$ cat src/verilog/aci_map.svh
// Operation
// RULE_01: data memory row address comes from instruction bits 9..8.
// RULE_02: data memory column address comes from instruction bits 7..4.
// RULE_03: bits 3..0 are immediate for memory forms, register for others.
// RULE_04: register field selects one of sixteen general registers.
// RULE_05: group 0100 adds memory into register, carry and skip per variant.
// RULE_06: group 0101 adds immediate into memory, carry and skip per variant.
// RULE_07: group 0110 subtracts memory from register, borrow per variant.
// RULE_08: group 0111 subtracts immediate from memory, borrow per variant.
// RULE_09: skip variants skip on carry out or on borrow out.
// RULE_10: 000100 skips when register equals memory, nothing stored.
// RULE_11: 000101 skips when memory equals immediate, memory unchanged.
// RULE_12: 000001 skips when memory differs from immediate.
// RULE_13: 000011 skips when register minus memory gives no borrow.
// RULE_14: 000111 skips when memory minus immediate gives no borrow.
// RULE_15: less-than compare skips when memory below immediate; own opcode.
// RULE_16: every add or subtract here updates the carry/borrow flag; the code updates it for groups 0100-0111 only, compares leave it.
// RULE_17: after a skip the next instruction is squashed as a no-op.
`ifndef ACI_MAP_SVH
`define ACI_MAP_SVH

// bits 15..12 of the arithmetic groups
`define ACI_GRP_ADD_REG 4'h4
`define ACI_GRP_ADD_IMM 4'h5
`define ACI_GRP_SUB_REG 4'h6
`define ACI_GRP_SUB_IMM 4'h7

// bits 15..10 of the compare group
`define ACI_CMP_EQ_REG 6'h04
`define ACI_CMP_EQ_IMM 6'h05
`define ACI_CMP_NE_IMM 6'h01
`define ACI_CMP_GE_REG 6'h03
`define ACI_CMP_GE_IMM 6'h07
// printed code clashes with ge_reg; moved to a free slot
`define ACI_CMP_LT_IMM 6'h02

// positions inside bits 11..10
`define ACI_VAR_SKIP_BIT 0
`define ACI_VAR_CIN_BIT  1

`define ACI_CARRY_RST 1'b0

`endif

$ cat src/verilog/aci_pkg.sv
package aci_pkg;

  typedef struct packed {
    logic [3:0] grp;
    logic [1:0] vsel;
    logic [1:0] row;
    logic [3:0] col;
    logic [3:0] low;
  } aci_instr_t;

  typedef struct packed {
    logic [1:0] row;
    logic [3:0] col;
    logic [3:0] regsel;
  } aci_addr_t;

  typedef struct packed {
    logic       reg_we;
    logic       mem_we;
    aci_addr_t  addr;
    logic [3:0] data;
  } aci_wr_t;

  typedef enum logic [2:0] {
    ACI_NONE,
    ACI_ADD,
    ACI_SUB,
    ACI_EQ,
    ACI_NE,
    ACI_GE,
    ACI_LT
  } aci_op_t;

endpackage

$ cat src/verilog/aci_decode.sv
`timescale 1ns/1ps
`default_nettype none
`include "aci_map.svh"

module aci_decode
(
  // clock and reset
  input  wire logic                sys_clk,
  input  wire logic                rst_n,
  input  wire logic                clk_en,
  // instruction from fetch
  input  wire logic                instr_valid,
  input  wire aci_pkg::aci_instr_t instr,
  // operands read at rd_addr
  input  wire logic [3:0]          mem_rdata,
  input  wire logic [3:0]          reg_rdata,
  // operand read request
  output logic                     rd_req_ff,
  output aci_pkg::aci_addr_t       rd_addr_ff,
  // result and sequencing
  output aci_pkg::aci_wr_t         wr_ff,
  output logic                     skip_ff,
  output logic                     squash_ff,
  output logic                     carry_ff
);
  import aci_pkg::*;

  logic       rst_s1_ff;
  logic       rst_q_ff;
  logic       s1_vld_ff;
  logic       nxt_s1_vld;
  aci_instr_t s1_ins_ff;
  aci_instr_t nxt_s1_ins;
  logic       skip_pend_ff;
  logic       nxt_skip_pend;
  logic       nxt_rd_req;
  aci_addr_t  nxt_rd_addr;
  aci_wr_t    nxt_wr;
  logic       nxt_skip;
  logic       nxt_squash;
  logic       nxt_carry;
  aci_op_t    op;
  logic       imm_form;
  logic       cin_en;
  logic       skp_en;
  logic [3:0] a_opd;
  logic [3:0] b_opd;
  logic       cin;
  logic [4:0] sum5;
  logic [4:0] dif5;
  logic       ex_go;
  logic       take;
  logic       arith;

  // reset released through two flops
  always_ff @(posedge sys_clk or negedge rst_n)
  begin
    if (!rst_n)
    begin
      rst_s1_ff <= 1'b0;
      rst_q_ff  <= 1'b0;
    end
    else
    begin
      rst_s1_ff <= 1'b1;
      rst_q_ff  <= rst_s1_ff;
    end
  end

  always_comb
  begin
    op       = ACI_NONE;
    imm_form = 1'b0;
    cin_en   = s1_ins_ff.vsel[`ACI_VAR_CIN_BIT];
    skp_en   = s1_ins_ff.vsel[`ACI_VAR_SKIP_BIT];
    unique case (s1_ins_ff.grp)
      `ACI_GRP_ADD_REG: op = ACI_ADD; // see RULE_05
      `ACI_GRP_ADD_IMM:
      begin
        op       = ACI_ADD; // see RULE_06
        imm_form = 1'b1;
      end
      `ACI_GRP_SUB_REG: op = ACI_SUB; // see RULE_07
      `ACI_GRP_SUB_IMM:
      begin
        op       = ACI_SUB; // see RULE_08
        imm_form = 1'b1;
      end
      default:
      begin
        cin_en = 1'b0;
        skp_en = 1'b0;
        unique case ({s1_ins_ff.grp, s1_ins_ff.vsel})
          `ACI_CMP_EQ_REG: op = ACI_EQ; // see RULE_10
          `ACI_CMP_EQ_IMM:
          begin
            op       = ACI_EQ; // see RULE_11
            imm_form = 1'b1;
          end
          `ACI_CMP_NE_IMM:
          begin
            op       = ACI_NE; // see RULE_12
            imm_form = 1'b1;
          end
          `ACI_CMP_GE_REG: op = ACI_GE; // see RULE_13
          `ACI_CMP_GE_IMM:
          begin
            op       = ACI_GE; // see RULE_14
            imm_form = 1'b1;
          end
          `ACI_CMP_LT_IMM:
          begin
            op       = ACI_LT; // see RULE_15
            imm_form = 1'b1;
          end
          default: op = ACI_NONE;
        endcase
      end
    endcase

    // memory forms: M op I; register forms: r op M
    a_opd = imm_form ? mem_rdata : reg_rdata; // see RULE_03
    b_opd = imm_form ? s1_ins_ff.low : mem_rdata; // see RULE_03
    cin   = cin_en & carry_ff;
    sum5  = {1'b0, a_opd} + {1'b0, b_opd} + {4'h0, cin};
    dif5  = {1'b0, a_opd} - {1'b0, b_opd} - {4'h0, cin};
    arith = (op == ACI_ADD) || (op == ACI_SUB);
    ex_go = s1_vld_ff & ~skip_pend_ff; // see RULE_17

    take = 1'b0;
    unique case (op)
      ACI_ADD: take = skp_en & sum5[4]; // see RULE_09
      ACI_SUB: take = skp_en & dif5[4]; // see RULE_09
      ACI_EQ:  take = (dif5[3:0] == 4'h0);
      ACI_NE:  take = (dif5[3:0] != 4'h0);
      ACI_GE:  take = ~dif5[4];
      ACI_LT:  take = dif5[4];
      ACI_NONE: take = 1'b0;
    endcase

    // stage 1: capture and request operands
    nxt_s1_vld = instr_valid;
    nxt_s1_ins = instr_valid ? instr : s1_ins_ff;
    nxt_rd_req = instr_valid;
    nxt_rd_addr = rd_addr_ff;
    if (instr_valid)
    begin
      nxt_rd_addr.row    = instr.row; // see RULE_01
      nxt_rd_addr.col    = instr.col; // see RULE_02
      nxt_rd_addr.regsel = instr.low; // see RULE_04
    end

    // stage 2: execute; foreign opcodes still consume a pending skip
    nxt_skip_pend = s1_vld_ff ? (ex_go & take) : skip_pend_ff; // see RULE_17
    nxt_skip      = ex_go & take;
    nxt_squash    = s1_vld_ff & skip_pend_ff; // see RULE_17
    nxt_wr.reg_we = ex_go & arith & ~imm_form; // see RULE_05
    nxt_wr.mem_we = ex_go & arith & imm_form; // see RULE_06
    nxt_wr.addr   = '{row: s1_ins_ff.row, col: s1_ins_ff.col,
                      regsel: s1_ins_ff.low};
    nxt_wr.data   = (op == ACI_ADD) ? sum5[3:0] : dif5[3:0];
    nxt_carry     = carry_ff;
    if (ex_go & arith)
      nxt_carry = (op == ACI_ADD) ? sum5[4] : dif5[4]; // see RULE_16
  end

  // clk_en low freezes every flop except the two reset synchronizer flops
  always_ff @(posedge sys_clk or negedge rst_q_ff)
  begin
    if (!rst_q_ff)
    begin
      s1_vld_ff    <= 1'b0;
      s1_ins_ff    <= '0;
      skip_pend_ff <= 1'b0;
      rd_req_ff    <= 1'b0;
      rd_addr_ff   <= '0;
      wr_ff        <= '0;
      skip_ff      <= 1'b0;
      squash_ff    <= 1'b0;
      carry_ff     <= `ACI_CARRY_RST;
    end
    else if (clk_en)
    begin
      s1_vld_ff    <= nxt_s1_vld;
      s1_ins_ff    <= nxt_s1_ins;
      skip_pend_ff <= nxt_skip_pend;
      rd_req_ff    <= nxt_rd_req;
      rd_addr_ff   <= nxt_rd_addr;
      wr_ff        <= nxt_wr;
      skip_ff      <= nxt_skip;
      squash_ff    <= nxt_squash;
      carry_ff     <= nxt_carry;
    end
  end
endmodule

`default_nettype wire

$ cat config.mk
export PLATFORM = sky130hd
export DESIGN_NAME = aci_decode
export DESIGN_NICKNAME = d
export VERILOG_FILES = /design/src/verilog/aci_pkg.sv /design/src/verilog/aci_decode.sv
export VERILOG_INCLUDE_DIRS = /design/src /design/src/verilog
export SDC_FILE = /design/constraint.sdc
export NUM_CORES = 1
export LEC_CHECK = 0
export BUFFER_PORTS_ARGS = -buffer_cell sky130_fd_sc_hd__buf_2
export CAP_MARGIN = 20
export CORE_MARGIN = 10
export CORE_UTILIZATION = 40
export CTS_CLUSTER_SIZE = 24
export DETAILED_ROUTE_END_ITERATION = 7
export PLACE_DENSITY = 0.6
export SLEW_MARGIN = 40
export SYNTH_ARGS = -nofsm -noshare
export SYNTH_HDL_FRONTEND = slang
export SYNTH_SLANG_ARGS = --single-unit
$ cat constraint.sdc
create_clock -name sys_clk -period 1.5 [get_ports sys_clk]
set_input_delay 0.375 -clock sys_clk [delete_from_list [all_inputs] [get_ports sys_clk]]
set_output_delay 0.375 -clock sys_clk [all_outputs]
set_load 0.1 [all_outputs]
# Word level (Yosys, flattened, before mapping)
# Index checks and enable logic that the tools add are counted.
# totals
latchBits,0
mem_count,0
mem_bits_ro,0
word_cells,76
inputBits,28
ram_bits,0
ff_bits,39
out_inout_bits,30
# op_classes
add_sub_neg,4
shifts,0
n_bitwise,12
div,0
n_eq_ne,16
n_reduce_logical,15
multipliers,0
n_lt_le_gt_ge,0
mux,11
# op_table
operator,n
$eq 6x3->1 const B,3
$eq 4x3->1 const B,4
$eq 6x2->1 const B,2
$mux 4,3
$pmux 3 s4,1
$reduce_or 2->1,6
$and 1x1->1,9
$eq 3x3->1 const B,3
$reduce_or 4->1,2
$pmux 1 s7,1
$eq 3x2->1 const B,2
$eq 6x1->1 const B,1
$pmux 3 s2,1
$reduce_and 2->1,3
$add 4x4->5,1
$add 5x1->5,1
$sub 4x4->5,1
$sub 5x1->5,1
$logic_not 4->1,1
$mux 1,4
$reduce_bool 4->1,1
$eq 3x1->1 const B,1
$logic_not 3->1,1
$not 1->1,3
other kinds (2),2

# Longest topological paths before layout
# depth
ltp_word,10
depth_mapped,18
mapped_depth_nobuf,15

# Worst setup path before layout
# OpenSTA, ideal clock, no wires.
# synth_path
kind,register -> register
startpoint,reg s1_ins_ff[13] (netlist name)
endpoint,reg skip_pend_ff
arrival_ps,3560
required_time_ps,1432
stages_incl_launch_ff,17
setup_time_ps,68
n_path_buf,2
setup_slack_ps,-2128
synth_period_minus_slack_ps,3628
path_cell_list,dfrtp_1 buf_2 nor3_2 o21ai_4 nand2_2 buf_2 mux2_2 ha_1 a21o_1 fa_1 o21ai_0 o2bb2ai_1 and2_1 o21ai_0 a211o_1 a311o_1 nand3_1
# synth_between
elab_chain_len,10
elab_cells_between_ends,45
classes_between,add/sub (4); eq/ne (16); mux (9); bitwise (5); reduce/logical (11)
# synth_lines
element,line_no,source
start: declaration,aci_decode.sv:32,aci_instr_t s1_ins_ff;
start signal: assignment,aci_decode.sv:185,s1_ins_ff <= nxt_s1_ins;
$eq 6x2->1 (tied with other cells),aci_decode.sv:93,"unique case ({s1_ins_ff.grp, s1_ins_ff.vsel})"
$reduce_or 4->1 (no line),--,
$mux 1,aci_decode.sv:93,
$pmux 1 s2,aci_decode.sv:76,unique case (s1_ins_ff.grp)
"$mux 4, on equally long branches","aci_decode.sv:122, aci_decode.sv:123",
$sub 4x4->5 / $add 4x4->5 (equally long branches),"aci_decode.sv:126, aci_decode.sv:125",
$sub 5x1->5 / $add 5x1->5 (equally long branches),"aci_decode.sv:126, aci_decode.sv:125",
$reduce_bool 4->1 (tied with other cells),aci_decode.sv:135,ACI_NE: take = (dif5[3:0] != 4'h0);
$pmux 1 s7 *,aci_decode.sv:131,unique case (op)
$and 1x1->1 *,aci_decode.sv:154,nxt_skip_pend = s1_vld_ff ? (ex_go & take) : skip_pend_ff;
end signal: assignment,aci_decode.sv:186,skip_pend_ff <= nxt_skip_pend;
end: declaration,aci_decode.sv:34,logic skip_pend_ff;
# Every way passes the cells marked *; elsewhere a longest branch is shown, timed or not.
# A chain may end at the register's enable or synchronous reset.

# Worst setup path in the final report
# layout_path
startpoint,reg s1_ins_ff[15] (netlist name)
endpoint,reg skip_ff
# layout_between
elab_chain_len,10
elab_cells_between_ends,45
classes_between,add/sub (4); eq/ne (16); mux (9); bitwise (5); reduce/logical (11)
# layout_lines
element,line_no,source
$eq 6x2->1 (tied with other cells),aci_decode.sv:93,
$reduce_or 4->1 (no line),--,
$mux 1,aci_decode.sv:93,
$pmux 1 s2,aci_decode.sv:76,
"$mux 4, on equally long branches","aci_decode.sv:122, aci_decode.sv:123",
$sub 4x4->5 / $add 4x4->5 (equally long branches),"aci_decode.sv:126, aci_decode.sv:125",
$sub 5x1->5 / $add 5x1->5 (equally long branches),"aci_decode.sv:126, aci_decode.sv:125",
$reduce_bool 4->1 (tied with other cells),aci_decode.sv:135,
$pmux 1 s7 *,aci_decode.sv:131,
$and 1x1->1 *,aci_decode.sv:155,nxt_skip = ex_go & take;
end signal: assignment,aci_decode.sv:190,skip_ff <= nxt_skip;
end: declaration,aci_decode.sv:22,"output logic skip_ff,"
# Marks and branches as above.

==> reports/qor.yml <==
run_status:
  status: "complete, but fails checks"
  violations: "negative setup slack"
sta:
  setup_viol_count_final: 8
  holdWs_ns: 0.1803
  rsz0062_at_grt: "yes"
  fin_crit_sh: 2.215
  setup_ws_ns: -1.822
  clock_skew_ns: 0.007166
  slew_viol_final: 0
  fin_crit_ns: 3.322
  clock.fmax_ghz: 0.3010
  finalHoldViolCount: 0
logic_synthesis:
  synthAdderAreaFrac: 0.06545
  synth.area.mux_share: 0.1867
  syn_area_per_cell_um2: 10.85
  syn_inst: 215
  synthFlopType: "dfrtp_1"
  synth-async-reset-ratio: 1.000
  synth-edff-count: 0
  synthSimpleGateAreaFrac: 0.1223
  netlist_area_mm2: 0.002332
  synth_xor_area_frac: 0.02253
  yosysWarnings: 0
  yosysTopAreaCellShare: 0.4185
  ys_ff_latch: 39
  ys_seq_area_frac: 0.4185
  synthesis.nets: 254
  synth_top_family_by_area: "multiplexers"
  synth_top_area_cell: "dfrtp_1"
  netlist-cell-type-count: 46
  synth_compound_area_frac: 0.1132
  synth_top_cells_by_area: "dfrtp_1 42%, mux2_2 15%, ha_1 4.8%, buf_4 3.2%, mux2i_1 2.6%"
cts:
  cts_sinks: 39
  cts_tree: "yes"
  clk_path_buf_depth: 2
  cts_root_buf: "clkbuf_8"
  clk_pin_slew_ns: 0.07
  insertion_delay_ns: 0.29
  numCtsBuffers: 5
  cts_max_level: 2
placed_design:
  portBuffers: 57
  finalWeightedCongestion: 0.8542
  dp_hpwl_um: 4819
  dp_cells: 375
drt:
  routed_wl_um: 6055
  firstDrtPassIters: 4
  route.detailed.drc: 0
  avgViaCountPerCell: 4.931
  vias: 1918
  avgRoutedWirePerCell_um: 15.57
  ant_nets: 0
  drtIter0Drc: 108
critical_path:
  arrival_ns: 3.55
  cp.required_ns: 1.72
  crit_start: "s1_ins_ff[15]$_DFFE_PN0P_"
  r2r-start: "s1_ins_ff[15]$_DFFE_PN0P_"
  reg2reg_depth: 15
  path_cells: "nor3_4 > o21ai_4 > nand2_4 > mux2i_4 > xnor2_1 > ha_2 > a21o_1 > fa_2 > o21ai_2 > o2bb2ai_4 > and2_4 > o21ai_2 > a211o_1 > a311o_1 > nand3_1"
  cp-start-kind: "register"
  r2r-end: "skip_ff$_DFFE_PN0P_"
  crit_buf_inv: 0
  rrSetupSlack_ns: -1.82
  end_kind: "register"
  path_class: "register to register"
  slowest_stage: "dfrtp_2"
  cpMostUsedCell: "o21ai_2"
  slowest_delay_ns: 0.45
  setup.worst_path.end: "skip_ff$_DFFE_PN0P_"
  critical-path-top-delay-family: "compound AO/OA/AOI/OAI gates"
  cp_num_cells: 15
  crit_fanout: 5
cells_and_area:
  multi_input_area_mm2: 0.001343
  final_common_cell: "buf_4"
  drive_gt1_frac: 0.5868
  finalNetCount: 355
  instances_no_fill: 389
  seqCellArea_um2: 982.2
  fillers: 467
  layout_common_cells: "55 x buf_4, 44 x buf_2, 34 x dfrtp_1, 31 x mux2_2, 14 x nor2_1"
  n_antenna_cell: 0
  syn_to_final_growth_pct: 45.71
global_routing:
  grt_max_degree: 28
  grtUsageTotal: 0.1332
  antenna_found_initial: 0
  grt_pass1_wl_um: 9708
  grt_pass1_vias: 2062
  overflow: 0
floorplan:
  core_area_mm2: 0.005574
  dieArea_mm2: 0.009285
  initial_core_util: 0.4184
  die_y_um: 96.36
  num_io_pins: 58
  rows: 27
  die_w_um: 96.36
power:
  ir_worst_vdd_mv: 1.014
  leakage_nw: 1.568
  p_total_mw: 5.342
  p_per_area_mw_per_mm2: 1572
worst_hold_path:
  hold_class: "register to async pin"
job:
  cap_viol_max_count: 0
-- synth_stat cells, types with 2 or more instances --
master	instances
nand2_1	10
ha_1	9
o21ai_0	9
mux2i_1	6
nor3_1	4
a211oi_1	2
mux2_2	32
a311o_1	2
buf_6	2
dfrtp_1	39
xor2_1	3
a211o_1	2
o2bb2ai_1	2
nor2_1	14
a21o_1	3
inv_1	8
nand2b_1	4
and2_1	2
clkbuf_1	3
fa_1	2
nand3_1	5
buf_2	4
xnor2_1	3
nor2b_1	6
a21oi_1	9
buf_4	10
-- worst min-delay path by stage --
stage | start | end | slack [ns] | cells past startpoint
floorplan | rst_n | rst_q_ff$_DFF_PN0_ | 0.08 | 0
global placement | rst_n | rst_s1_ff$_DFF_PN0_ | 0.16 | 1
detailed placement | rst_n | rst_q_ff$_DFF_PN0_ | 0.17 | 1
CTS | rst_q_ff$_DFF_PN0_ | s1_ins_ff[11]$_DFFE_PN0P_ | 0.19 | 1
global route | rst_q_ff$_DFF_PN0_ | s1_ins_ff[11]$_DFFE_PN0P_ | 0.20 | 1
finish | rst_q_ff$_DFF_PN0_ | s1_ins_ff[11]$_DFFE_PN0P_ | 0.18 | 1
-- metal layers --
layer,up-vias,track usage,part of all wire
li1,946,-,-
met1,926,0.1632,0.43
met2,41,0.2214,0.50
met3,5,0.04125,0.051
met4,0,0.03632,0.011
met5,-,0,0
-- logic make-up (layout without fill, tap and decap cells) --
logic type | Yosys count | count (layout)
flip-flops | 39 | 39
multiplexers | 39 | 39
AO/OA/AOI/OAI | 37 | 37
buffers and inverters | 28 | 130
adder cells (fa/ha/maj) | 11 | 11
other | 1 | 1
AND/OR/NAND/NOR | 54 | 54
XOR/XNOR | 6 | 6
-- through the flow --
stage | util | worst slack, ns | TNS [ns] | instance area [µm²]
floorplan | - | -1.766 | -8.721 | 2386
global route | 0.6097 | -1.974 | -10.27 | 3398
global placement | 0.5650 | -1.729 | -9.487 | 3149
CTS | 0.5872 | -1.790 | -9.518 | 3273
finish | 0.6097 | -1.822 | -9.479 | 3398
detailed placement | 0.5650 | -1.791 | -9.634 | 3149
-- area by class of cell --
cell class | instances | share of cell area
inverters | 8 | 0.008837
clock buffers | 8 | 0.02356
well taps | 72 | 0.02651
flip-flops and latches | 39 | 0.2890
multi-input cells | 148 | 0.3951
repair buffers | 114 | 0.2570
-- sequential cells by signal, summed over array words and instances (netlist names) --
signal and cells:
carry_ff 1, rst_s1_ff 1, squash_ff 1, nxt_wr 10, wr_ff 16, s1_vld_ff 1
skip_pend_ff 1, skip_ff 1, rst_q_ff 1, s1_ins_ff 6
-- report_power, final --
part | switching (mW) | total [mW] | internal, mW
sequential | 0.148 | 1.40 | 1.25
clock | 0.340 | 0.670 | 0.330
combinational | 2.11 | 3.27 | 1.16
total | 2.60 | 5.34 | 2.74
-- repair_timing --
item / 4_1_cts / 5_1_grt
buffers inserted: 2 / 3
cloned: 0 / 0
pin swaps: 1 / 7
hold endpoints to repair: 2 / 0
hold buffers: 1 / 0
resized for setup: 6 / 25
setup endpoints to repair: 7 / 11
(Power assumes the default switching activity.)
